`config.mk`:
```
export PLATFORM = sky130hd
export DESIGN_NAME = msr_top
export DESIGN_NICKNAME = d
export VERILOG_FILES = /design/src/include/msr_pkg.sv /design/src/include/msr_drv_if.sv /design/src/rtl/msr_drv_sel.sv /design/src/rtl/msr_top.sv
export SDC_FILE = /design/constraint.sdc
export NUM_CORES = 1
export LEC_CHECK = 0
export ABC_AREA = 1
export BUFFER_PORTS_ARGS = -buffer_cell sky130_fd_sc_hd__buf_2
export CAP_MARGIN = 20
export CORE_MARGIN = 2
export CORE_UTILIZATION = 40
export DETAILED_ROUTE_END_ITERATION = 6
export HOLD_SLACK_MARGIN = 0.05
export PLACE_DENSITY = 0.67
export SETUP_SLACK_MARGIN = 0.4
export SYNTH_ARGS = -nofsm -noshare
export SYNTH_HDL_FRONTEND = slang
export SYNTH_SLANG_ARGS = --single-unit
```
`constraint.sdc`:
```
create_clock -name pclk -period 2.3 [get_ports pclk]
set_input_delay 0.345 -clock pclk [delete_from_list [all_inputs] [get_ports pclk]]
set_output_delay 0.345 -clock pclk [all_outputs]
set_load 0.005 [all_outputs]
```
`src/include/msr_pkg.sv`:
```
// constants for the four modulation setting registers
package msr_pkg;
   // register indices, byte address is four times the index
   localparam logic [7:0] MSR_IDX_AUX  = 8'h28;
   localparam logic [7:0] MSR_IDX_PTR  = 8'h29;
   localparam logic [7:0] MSR_IDX_FLD  = 8'h2C;
   localparam logic [7:0] MSR_IDX_STAT = 8'h2D;
   localparam int         MSR_IDX_SHIFT = 2;

   // auxiliary modulation setting fields
   localparam int MSR_B_REG_OFF  = 7;
   localparam int MSR_B_PIN_POL  = 6;
   localparam int MSR_B_EXT_EN   = 5;
   localparam int MSR_B_DRV_LM   = 4;
   localparam int MSR_B_RESISTIVE_MODULATION_ENABLE   = 3;
   localparam int MSR_B_SHAPED   = 2;
   localparam logic [7:0] MSR_AUX_RST   = 8'h10;
   localparam logic [7:0] MSR_AUX_WMASK = 8'hFC;

   // passive target driver resistance fields
   localparam int MSR_PTM_LSB = 4;
   localparam int MSR_PT_LSB  = 0;
   localparam logic [7:0] MSR_PTR_RST = 8'h70;

   // modulation field register: index in 3:0, resistive code in 14:8
   localparam int MSR_IDXF_LSB = 0;
   localparam int MSR_RESF_LSB = 8;
   localparam logic [3:0] MSR_IDXF_RST = 4'h7;
   localparam logic [6:0] MSR_RESF_RST = 7'h00;

   // status register fields
   localparam int MSR_S_HIZ  = 7;
   localparam int MSR_S_OVR  = 8;
   localparam int MSR_S_PIN  = 9;
   localparam int MSR_S_RAM  = 10;

   localparam logic [3:0] MSR_CODE_HIZ = 4'hF;
endpackage

```
`src/include/msr_drv_if.sv`:
```
// driver resistance selection signals between top and selector
`timescale 1ns/10ps
interface msr_drv_if;
   logic       pt_mode;
   logic       drv_lm_en;
   logic       resistive_modulation_enable_en;
   logic       am_request;
   logic       load_mod;
   logic [3:0] ptm_code;
   logic [3:0] pt_code;
   logic [6:0] res_code;
   logic       override;
   logic [6:0] code;
   logic       hiz;

   modport top (output pt_mode, drv_lm_en, resistive_modulation_enable_en, am_request,
                output load_mod, ptm_code, pt_code, res_code,
                input  override, code, hiz);
   modport sel (input  pt_mode, drv_lm_en, resistive_modulation_enable_en, am_request,
                input  load_mod, ptm_code, pt_code, res_code,
                output override, code, hiz);
endinterface

```
`src/rtl/msr_drv_sel.sv`:
```
// driver resistance code selection for load and resistive modulation
`timescale 1ns/10ps
module msr_drv_sel
   import msr_pkg::*;
(
   input  wire logic pclk,
   input  wire logic presetn,
   msr_drv_if.sel    d
);
   function automatic logic is_hiz(input logic [3:0] c);
      return c == MSR_CODE_HIZ;
   endfunction

   logic       lm_sel;
   logic       res_sel;
   logic [3:0] lm_code;
   logic       override_reg;
   logic [6:0] code_reg;
   logic       hiz_reg;
   logic       override_next;
   logic [6:0] code_next;
   logic       hiz_next;

   // driver load modulation wins over resistive AM in target mode
   assign lm_sel  = d.pt_mode && d.drv_lm_en;
   assign res_sel = !lm_sel && d.resistive_modulation_enable_en && d.am_request;
   assign lm_code = d.load_mod ? d.ptm_code : d.pt_code;
   assign override_next = lm_sel || res_sel;
   assign code_next = lm_sel ? {3'h0, lm_code} :
                      res_sel ? d.res_code : 7'h00;
   assign hiz_next  = lm_sel && is_hiz(lm_code);

   always_ff @(posedge pclk or negedge presetn) begin
      if (!presetn) begin
         override_reg <= 1'b0;
         code_reg     <= 7'h00;
         hiz_reg      <= 1'b0;
      end else begin
         override_reg <= override_next;
         code_reg     <= code_next;
         hiz_reg      <= hiz_next;
      end
   end

   assign d.override = override_reg;
   assign d.code     = code_reg;
   assign d.hiz      = hiz_reg;
endmodule

```
`src/rtl/msr_top.sv`:
```
// modulation setting registers with apb access and modulation outputs
`timescale 1ns/10ps
module msr_top
   import msr_pkg::*;
#(
   parameter int ADDR_W = 12
)(
   input  wire logic              pclk,
   input  wire logic              presetn,
   input  wire logic              psel,
   input  wire logic              penable,
   input  wire logic              pwrite,
   input  wire logic [ADDR_W-1:0] paddr,
   input  wire logic [31:0]       pwdata,
   input  wire logic [3:0]        pstrb,
   output logic      [31:0]       prdata,
   output logic                   pready,
   output logic                   pslverr,
   input  wire logic              load_mod_in,
   input  wire logic              am_request,
   input  wire logic              passive_target_mode,
   output logic                   external_load_modulation_pin,
   output logic                   external_load_modulation_pin_oe_n,
   output logic                   regulator_am_active,
   output logic      [3:0]        modulation_index_field,
   output logic                   shaped_regulator_modulation,
   output logic                   drv_override,
   output logic      [6:0]        drv_code,
   output logic                   drv_hiz
);
   // the word decode needs eight index bits above the byte offset
   if (ADDR_W < 8 + MSR_IDX_SHIFT) begin : g_addr_chk
      $error("ADDR_W too small for the register map");
   end

   // word decode shared by every register
   function automatic logic hit_idx(input logic [ADDR_W-1:0] a,
                                    input logic [7:0] idx);
      return a == ADDR_W'({idx, 2'b00});
   endfunction

   msr_drv_if drv ();

   logic [7:0]  aux_reg;
   logic [7:0]  ptr_reg;
   logic [3:0]  idxf_reg;
   logic [6:0]  resf_reg;
   logic [31:0] prdata_reg;
   logic        pin_reg;
   logic        pin_oe_n_reg;
   logic        ram_reg;
   logic        shaped_reg;
   logic [3:0]  index_reg;

   logic        hit_aux;
   logic        hit_ptr;
   logic        hit_fld;
   logic        hit_stat;
   logic        hit_any;
   logic        setup;
   logic        access;
   logic        wr_lane0;
   logic        wr_lane1;
   logic [31:0] rd_word;
   logic [31:0] stat_word;
   logic [7:0]  aux_next;
   logic [7:0]  ptr_next;
   logic [3:0]  idxf_next;
   logic [6:0]  resf_next;
   logic [31:0] prdata_next;
   logic        pin_next;
   logic        pin_oe_n_next;
   logic        ram_next;

   // apb decode
   assign hit_aux  = hit_idx(paddr, MSR_IDX_AUX);
   assign hit_ptr  = hit_idx(paddr, MSR_IDX_PTR);
   assign hit_fld  = hit_idx(paddr, MSR_IDX_FLD);
   assign hit_stat = hit_idx(paddr, MSR_IDX_STAT);
   assign hit_any  = hit_aux || hit_ptr || hit_fld || hit_stat;
   assign setup    = psel && !penable;
   assign access   = psel && penable;
   assign wr_lane0 = access && pwrite && pstrb[0];
   assign wr_lane1 = access && pwrite && pstrb[1];

   // zero wait states; unmapped words answer with an error
   assign pready  = 1'b1;
   assign pslverr = access && !hit_any;

   // reserved bits are masked so they never store a one
   assign aux_next = (wr_lane0 && hit_aux) ?
                     (pwdata[7:0] & MSR_AUX_WMASK) : aux_reg;
   assign ptr_next = (wr_lane0 && hit_ptr) ? pwdata[7:0] : ptr_reg;
   assign idxf_next = (wr_lane0 && hit_fld) ?
                      pwdata[MSR_IDXF_LSB +: 4] : idxf_reg;
   assign resf_next = (wr_lane1 && hit_fld) ?
                      pwdata[MSR_RESF_LSB +: 7] : resf_reg;

   assign stat_word = {21'h0, ram_reg, pin_reg, drv.override,
                       drv.hiz, drv.code};
   assign rd_word = hit_aux  ? {24'h0, aux_reg} :
                    hit_ptr  ? {24'h0, ptr_reg} :
                    hit_fld  ? {17'h0, resf_reg, 4'h0, idxf_reg} :
                    hit_stat ? stat_word : 32'h0;
   // read data is captured in the setup cycle and held through access
   assign prdata_next = (setup && !pwrite) ? rd_word : prdata_reg;

   always_ff @(posedge pclk or negedge presetn) begin
      if (!presetn) begin
         aux_reg    <= MSR_AUX_RST;
         ptr_reg    <= MSR_PTR_RST;
         idxf_reg   <= MSR_IDXF_RST;
         resf_reg   <= MSR_RESF_RST;
         prdata_reg <= 32'h0;
      end else begin
         aux_reg    <= aux_next;
         ptr_reg    <= ptr_next;
         idxf_reg   <= idxf_next;
         resf_reg   <= resf_next;
         prdata_reg <= prdata_next;
      end
   end
   assign prdata = prdata_reg;

   // external pin: idle at the inactive level and released when off
   assign pin_next = aux_reg[MSR_B_EXT_EN] ?
                     (load_mod_in ^ aux_reg[MSR_B_PIN_POL]) :
                     aux_reg[MSR_B_PIN_POL];
   assign pin_oe_n_next = !aux_reg[MSR_B_EXT_EN];
   // inverted enable: a cleared bit lets the AM index drive the regulator
   assign ram_next = !aux_reg[MSR_B_REG_OFF] && am_request;

   always_ff @(posedge pclk or negedge presetn) begin
      if (!presetn) begin
         pin_reg      <= 1'b0;
         pin_oe_n_reg <= 1'b1;
         ram_reg      <= 1'b0;
         shaped_reg   <= 1'b0;
         index_reg    <= MSR_IDXF_RST;
      end else begin
         pin_reg      <= pin_next;
         pin_oe_n_reg <= pin_oe_n_next;
         ram_reg      <= ram_next;
         shaped_reg   <= aux_reg[MSR_B_SHAPED];
         index_reg    <= idxf_reg;
      end
   end

   assign external_load_modulation_pin      = pin_reg;
   assign external_load_modulation_pin_oe_n = pin_oe_n_reg;
   assign regulator_am_active               = ram_reg;
   assign modulation_index_field            = index_reg;
   // the shaped setting is passed on as written; its use is software's
   assign shaped_regulator_modulation       = shaped_reg;

   // driver resistance selection
   // target codes are used as stored: software loads them before mode
   assign drv.pt_mode    = passive_target_mode;
   assign drv.drv_lm_en  = aux_reg[MSR_B_DRV_LM];
   assign drv.resistive_modulation_enable_en  = aux_reg[MSR_B_RESISTIVE_MODULATION_ENABLE];
   assign drv.am_request = am_request;
   assign drv.load_mod   = load_mod_in;
   assign drv.ptm_code   = ptr_reg[MSR_PTM_LSB +: 4];
   assign drv.pt_code    = ptr_reg[MSR_PT_LSB +: 4];
   assign drv.res_code   = resf_reg;

   msr_drv_sel u_sel (
      .pclk    (pclk),
      .presetn (presetn),
      .d       (drv)
   );

   assign drv_override = drv.override;
   assign drv_code     = drv.code;
   assign drv_hiz      = drv.hiz;
endmodule
```
==> results.md <==
* Vias at 2316
* CP endpoint kind: output pin
* Diodes inserted at 0
* # DRC at 0
* Via density at around 4.7
* Synth unique cells at 27
* Worst Tran Pin Value at between 0.5 and 0.6 ns
* Hold Crit Class: input pin to register
* Skew final at roughly 0.0089 ns
* Met1 GRT Util at approximately 23%
* Area grow syn2layout at 21.2%
* Nets at between 400 and 500
* Worst Path Arrival at around 1.3 ns
* Busiest layer in global routing: met2
* Vias in the first global route at between 2000 and 2500
* Worst-path fanout max at 5
* Most common cell after layout, fill and taps aside: nand2_1
* Max reg flops at 15
* CTS clk-pin slew, worst paths at approximately 0.060 ns
* Status: completed
* Ratio of cells with drive above 1 in the final layout at roughly a third
* CP peak stage delay at approximately 0.38 ns
* Pins Over Slew Limit at 0
* CP Cell Sequence: buf_2, nor2_1, nand2_2, a221oi_1, nor2_1, buf_2
* Commonest non-fill, non-tap cells in the layout: nand2_1, buf_2, dfrtp_1
* Unrepaired setup endpoints after global routing: no
* Clk_lat worst skew at between 0.3 and 0.4 ns
* Met3 usage at 4.01%
* Mapped cell area at 2850 um^2
* Final setup TNS at 0 ns
* Ys Warns at 0
* Routed len/inst at 12.6 um
* Max VDD drop at around 0.00034 V
* TritonRoute pass-1 iters at 5
* DPL Wire Length at 4770 um
* Synthesis-stage register bit count at 57
* Lkg Pwr at 1.86 nW
* Critical setup path kind: input pin to output pin
* Routed Antenna Nets at 0
* DR iter-0 viols at between 200 and 250
* CTS Buf Count at 9
* GR Overflow Total at 0
* Pin count of the biggest net entering global routing at 30
* H-tree depth at 3
* Final Hold Viols at 0
* Core Rows at 30
* Max-Cap Viols at 0
* Hold_ws at between 0.2 and 0.25 ns
* WL final at between 6000 and 7000 um
* CTS root buf: clkbuf_8
* Fin crit period at 1.63 ns
* All-Layer GR Usage at 17.1%
* Die width at 88.4 um
* Pwr dens at around 620 nW/um^2
* Gpl congestion at around 0.87
* Seq/Total Area, Yosys at between 50% and 60%
* Initial Util at a little over two fifths
* Final worst-path cycle share at 70.9%
* Io pins at 107
* Cells after Synth at 320
* Die area at between 7000 and 8000 um^2
* Clock Tree Buf Depth at 2
* # resized after CTS at 0
* Max Freq at roughly 610 MHz
* Die Y at about 90 um
* Initial antenna violation count at 0
* Crit path max-delay cell type: a221oi_1
* Max-Slew Margin vs Limit at about 60%
* Clock sink total at 57
* CP Data Required Time at between 1.5 and 2 ns
* First-pass GRT wire length at around 10000 um
* GR Layer Usage met2 at between 20% and 30%
* PortBufs at slightly below 70
* Synthesized area per cell at about 8.9 um^2
* Startpoint Class: input pin
* Core area at 6830 um^2
* Final setup viols at 0
* CTS tree: done
-- power breakdown --
part           switching (mW)  leakage, nW  internal (mW)
sequential            0.00105        0.754           1.01
clock                   0.391        0.106          0.637
combinational          0.0811        0.998         0.0420
total                   0.473         1.86           1.68
-- worst max-delay path: cells and delay by family --
kind | cells | cell delay [ns]
simple gates | 3 | 0.31
buf+inv | 2 | 0.24
compound gates | 1 | 0.38
-- kinds of logic after synthesis --
| logic type | Yosys count | synth area share (%) |
|---|---|---|
| AOI/OAI and AO/OA | 38 | 10.1 |
| xor gates and xnor gates | 1 | 0.307 |
| buffers and inverters | 72 | 13.0 |
| DFF | 57 | 50.5 |
| muxes | 1 | 0.351 |
| other | 2 | 0.264 |
| and+or+nand+nor | 149 | 25.5 |
-- metrics by stage --
step,instance area [um^2],util [%],power (mW),std cells,setup slack [ns]
after CTS,3450,50.5,2.18,496,0.655
final,3450,50.5,2.16,496,0.670
after detailed placement,3220,47.1,1.15,479,0.546
after global placement,3220,47.1,1.14,479,0.570
after floorplan,2910,-,1.10,336,1.01
after global routing,3450,50.5,2.24,496,0.593
-- synthesized netlist by cell type --
cell type | n | area [um^2]
nand2_1 | 80 | 300
dfrtp_1 | 46 | 1150
inv_1 | 42 | 158
nand3_1 | 28 | 140
buf_4 | 22 | 165
o21ai_2 | 21 | 184
nor2_1 | 13 | 48.8
dfstp_2 | 11 | 289
nand4_1 | 10 | 62.6
o21ai_0 | 8 | 40.0
nand2_2 | 6 | 37.5
nor2_4 | 5 | 56.3
inv_2 | 4 | 15.0
o22ai_1 | 4 | 25.0
o31ai_1 | 4 | 30.0
buf_6 | 2 | 22.5
conb_1 | 2 | 7.51
nor2_2 | 2 | 12.5
nor3_1 | 2 | 10.0
a221oi_1 | 1 | 8.76
buf_2 | 1 | 5.00
clkbuf_1 | 1 | 3.75
mux2i_1 | 1 | 10.0
nand3b_4 | 1 | 20.0
nand4_4 | 1 | 21.3
nor3_4 | 1 | 16.3
xor2_1 | 1 | 8.76
-- worst paths after layout --
kind	start	endpoint	slack [ns]	cells after the start
worst max register to register	aux_reg[4]$_DFFE_PN1P_	u_sel.d.code[0]$_DFF_PN0_	1.04	3
worst min register to register	idxf_reg[2]$_DFFE_PN1P_	modulation_index_field[2]$_DFF_PN1_	0.38	0
worst min-delay path	am_request	regulator_am_active$_DFF_PN0_	0.24	3
worst max-delay path	paddr[3]	pslverr	0.67	6
max in group asynchronous	presetn	ptr_reg[6]$_DFFE_PN1P_	1.18	3
min in group asynchronous	presetn	prdata[0]$_DFFE_PN0P_	0.49	2
-- cell type report --
class,count,area (um^2)
Clock buffer,11,141
Clock inverter,5,80.1
Fill cell,670,3380
Inverter,46,173
Multi-Input combinational cell,207,1100
Sequential cell,57,1440
Tap cell,96,120
Timing Repair Buffer,74,398
-- routing by layer --
layer  wire (um)  part of all wire [%]
met1        2770                    45
met2        2810                    45
met3         465                   7.5
met4         182                   2.9
met5           0                     0
-- repair_timing --
action | CTS | global route
hold buffers | 1 | 0
setup buffers | 0 | 0
endpoints found under the hold margin | 18 | 0
Note: power is estimated with default switching activity, not from simulation.
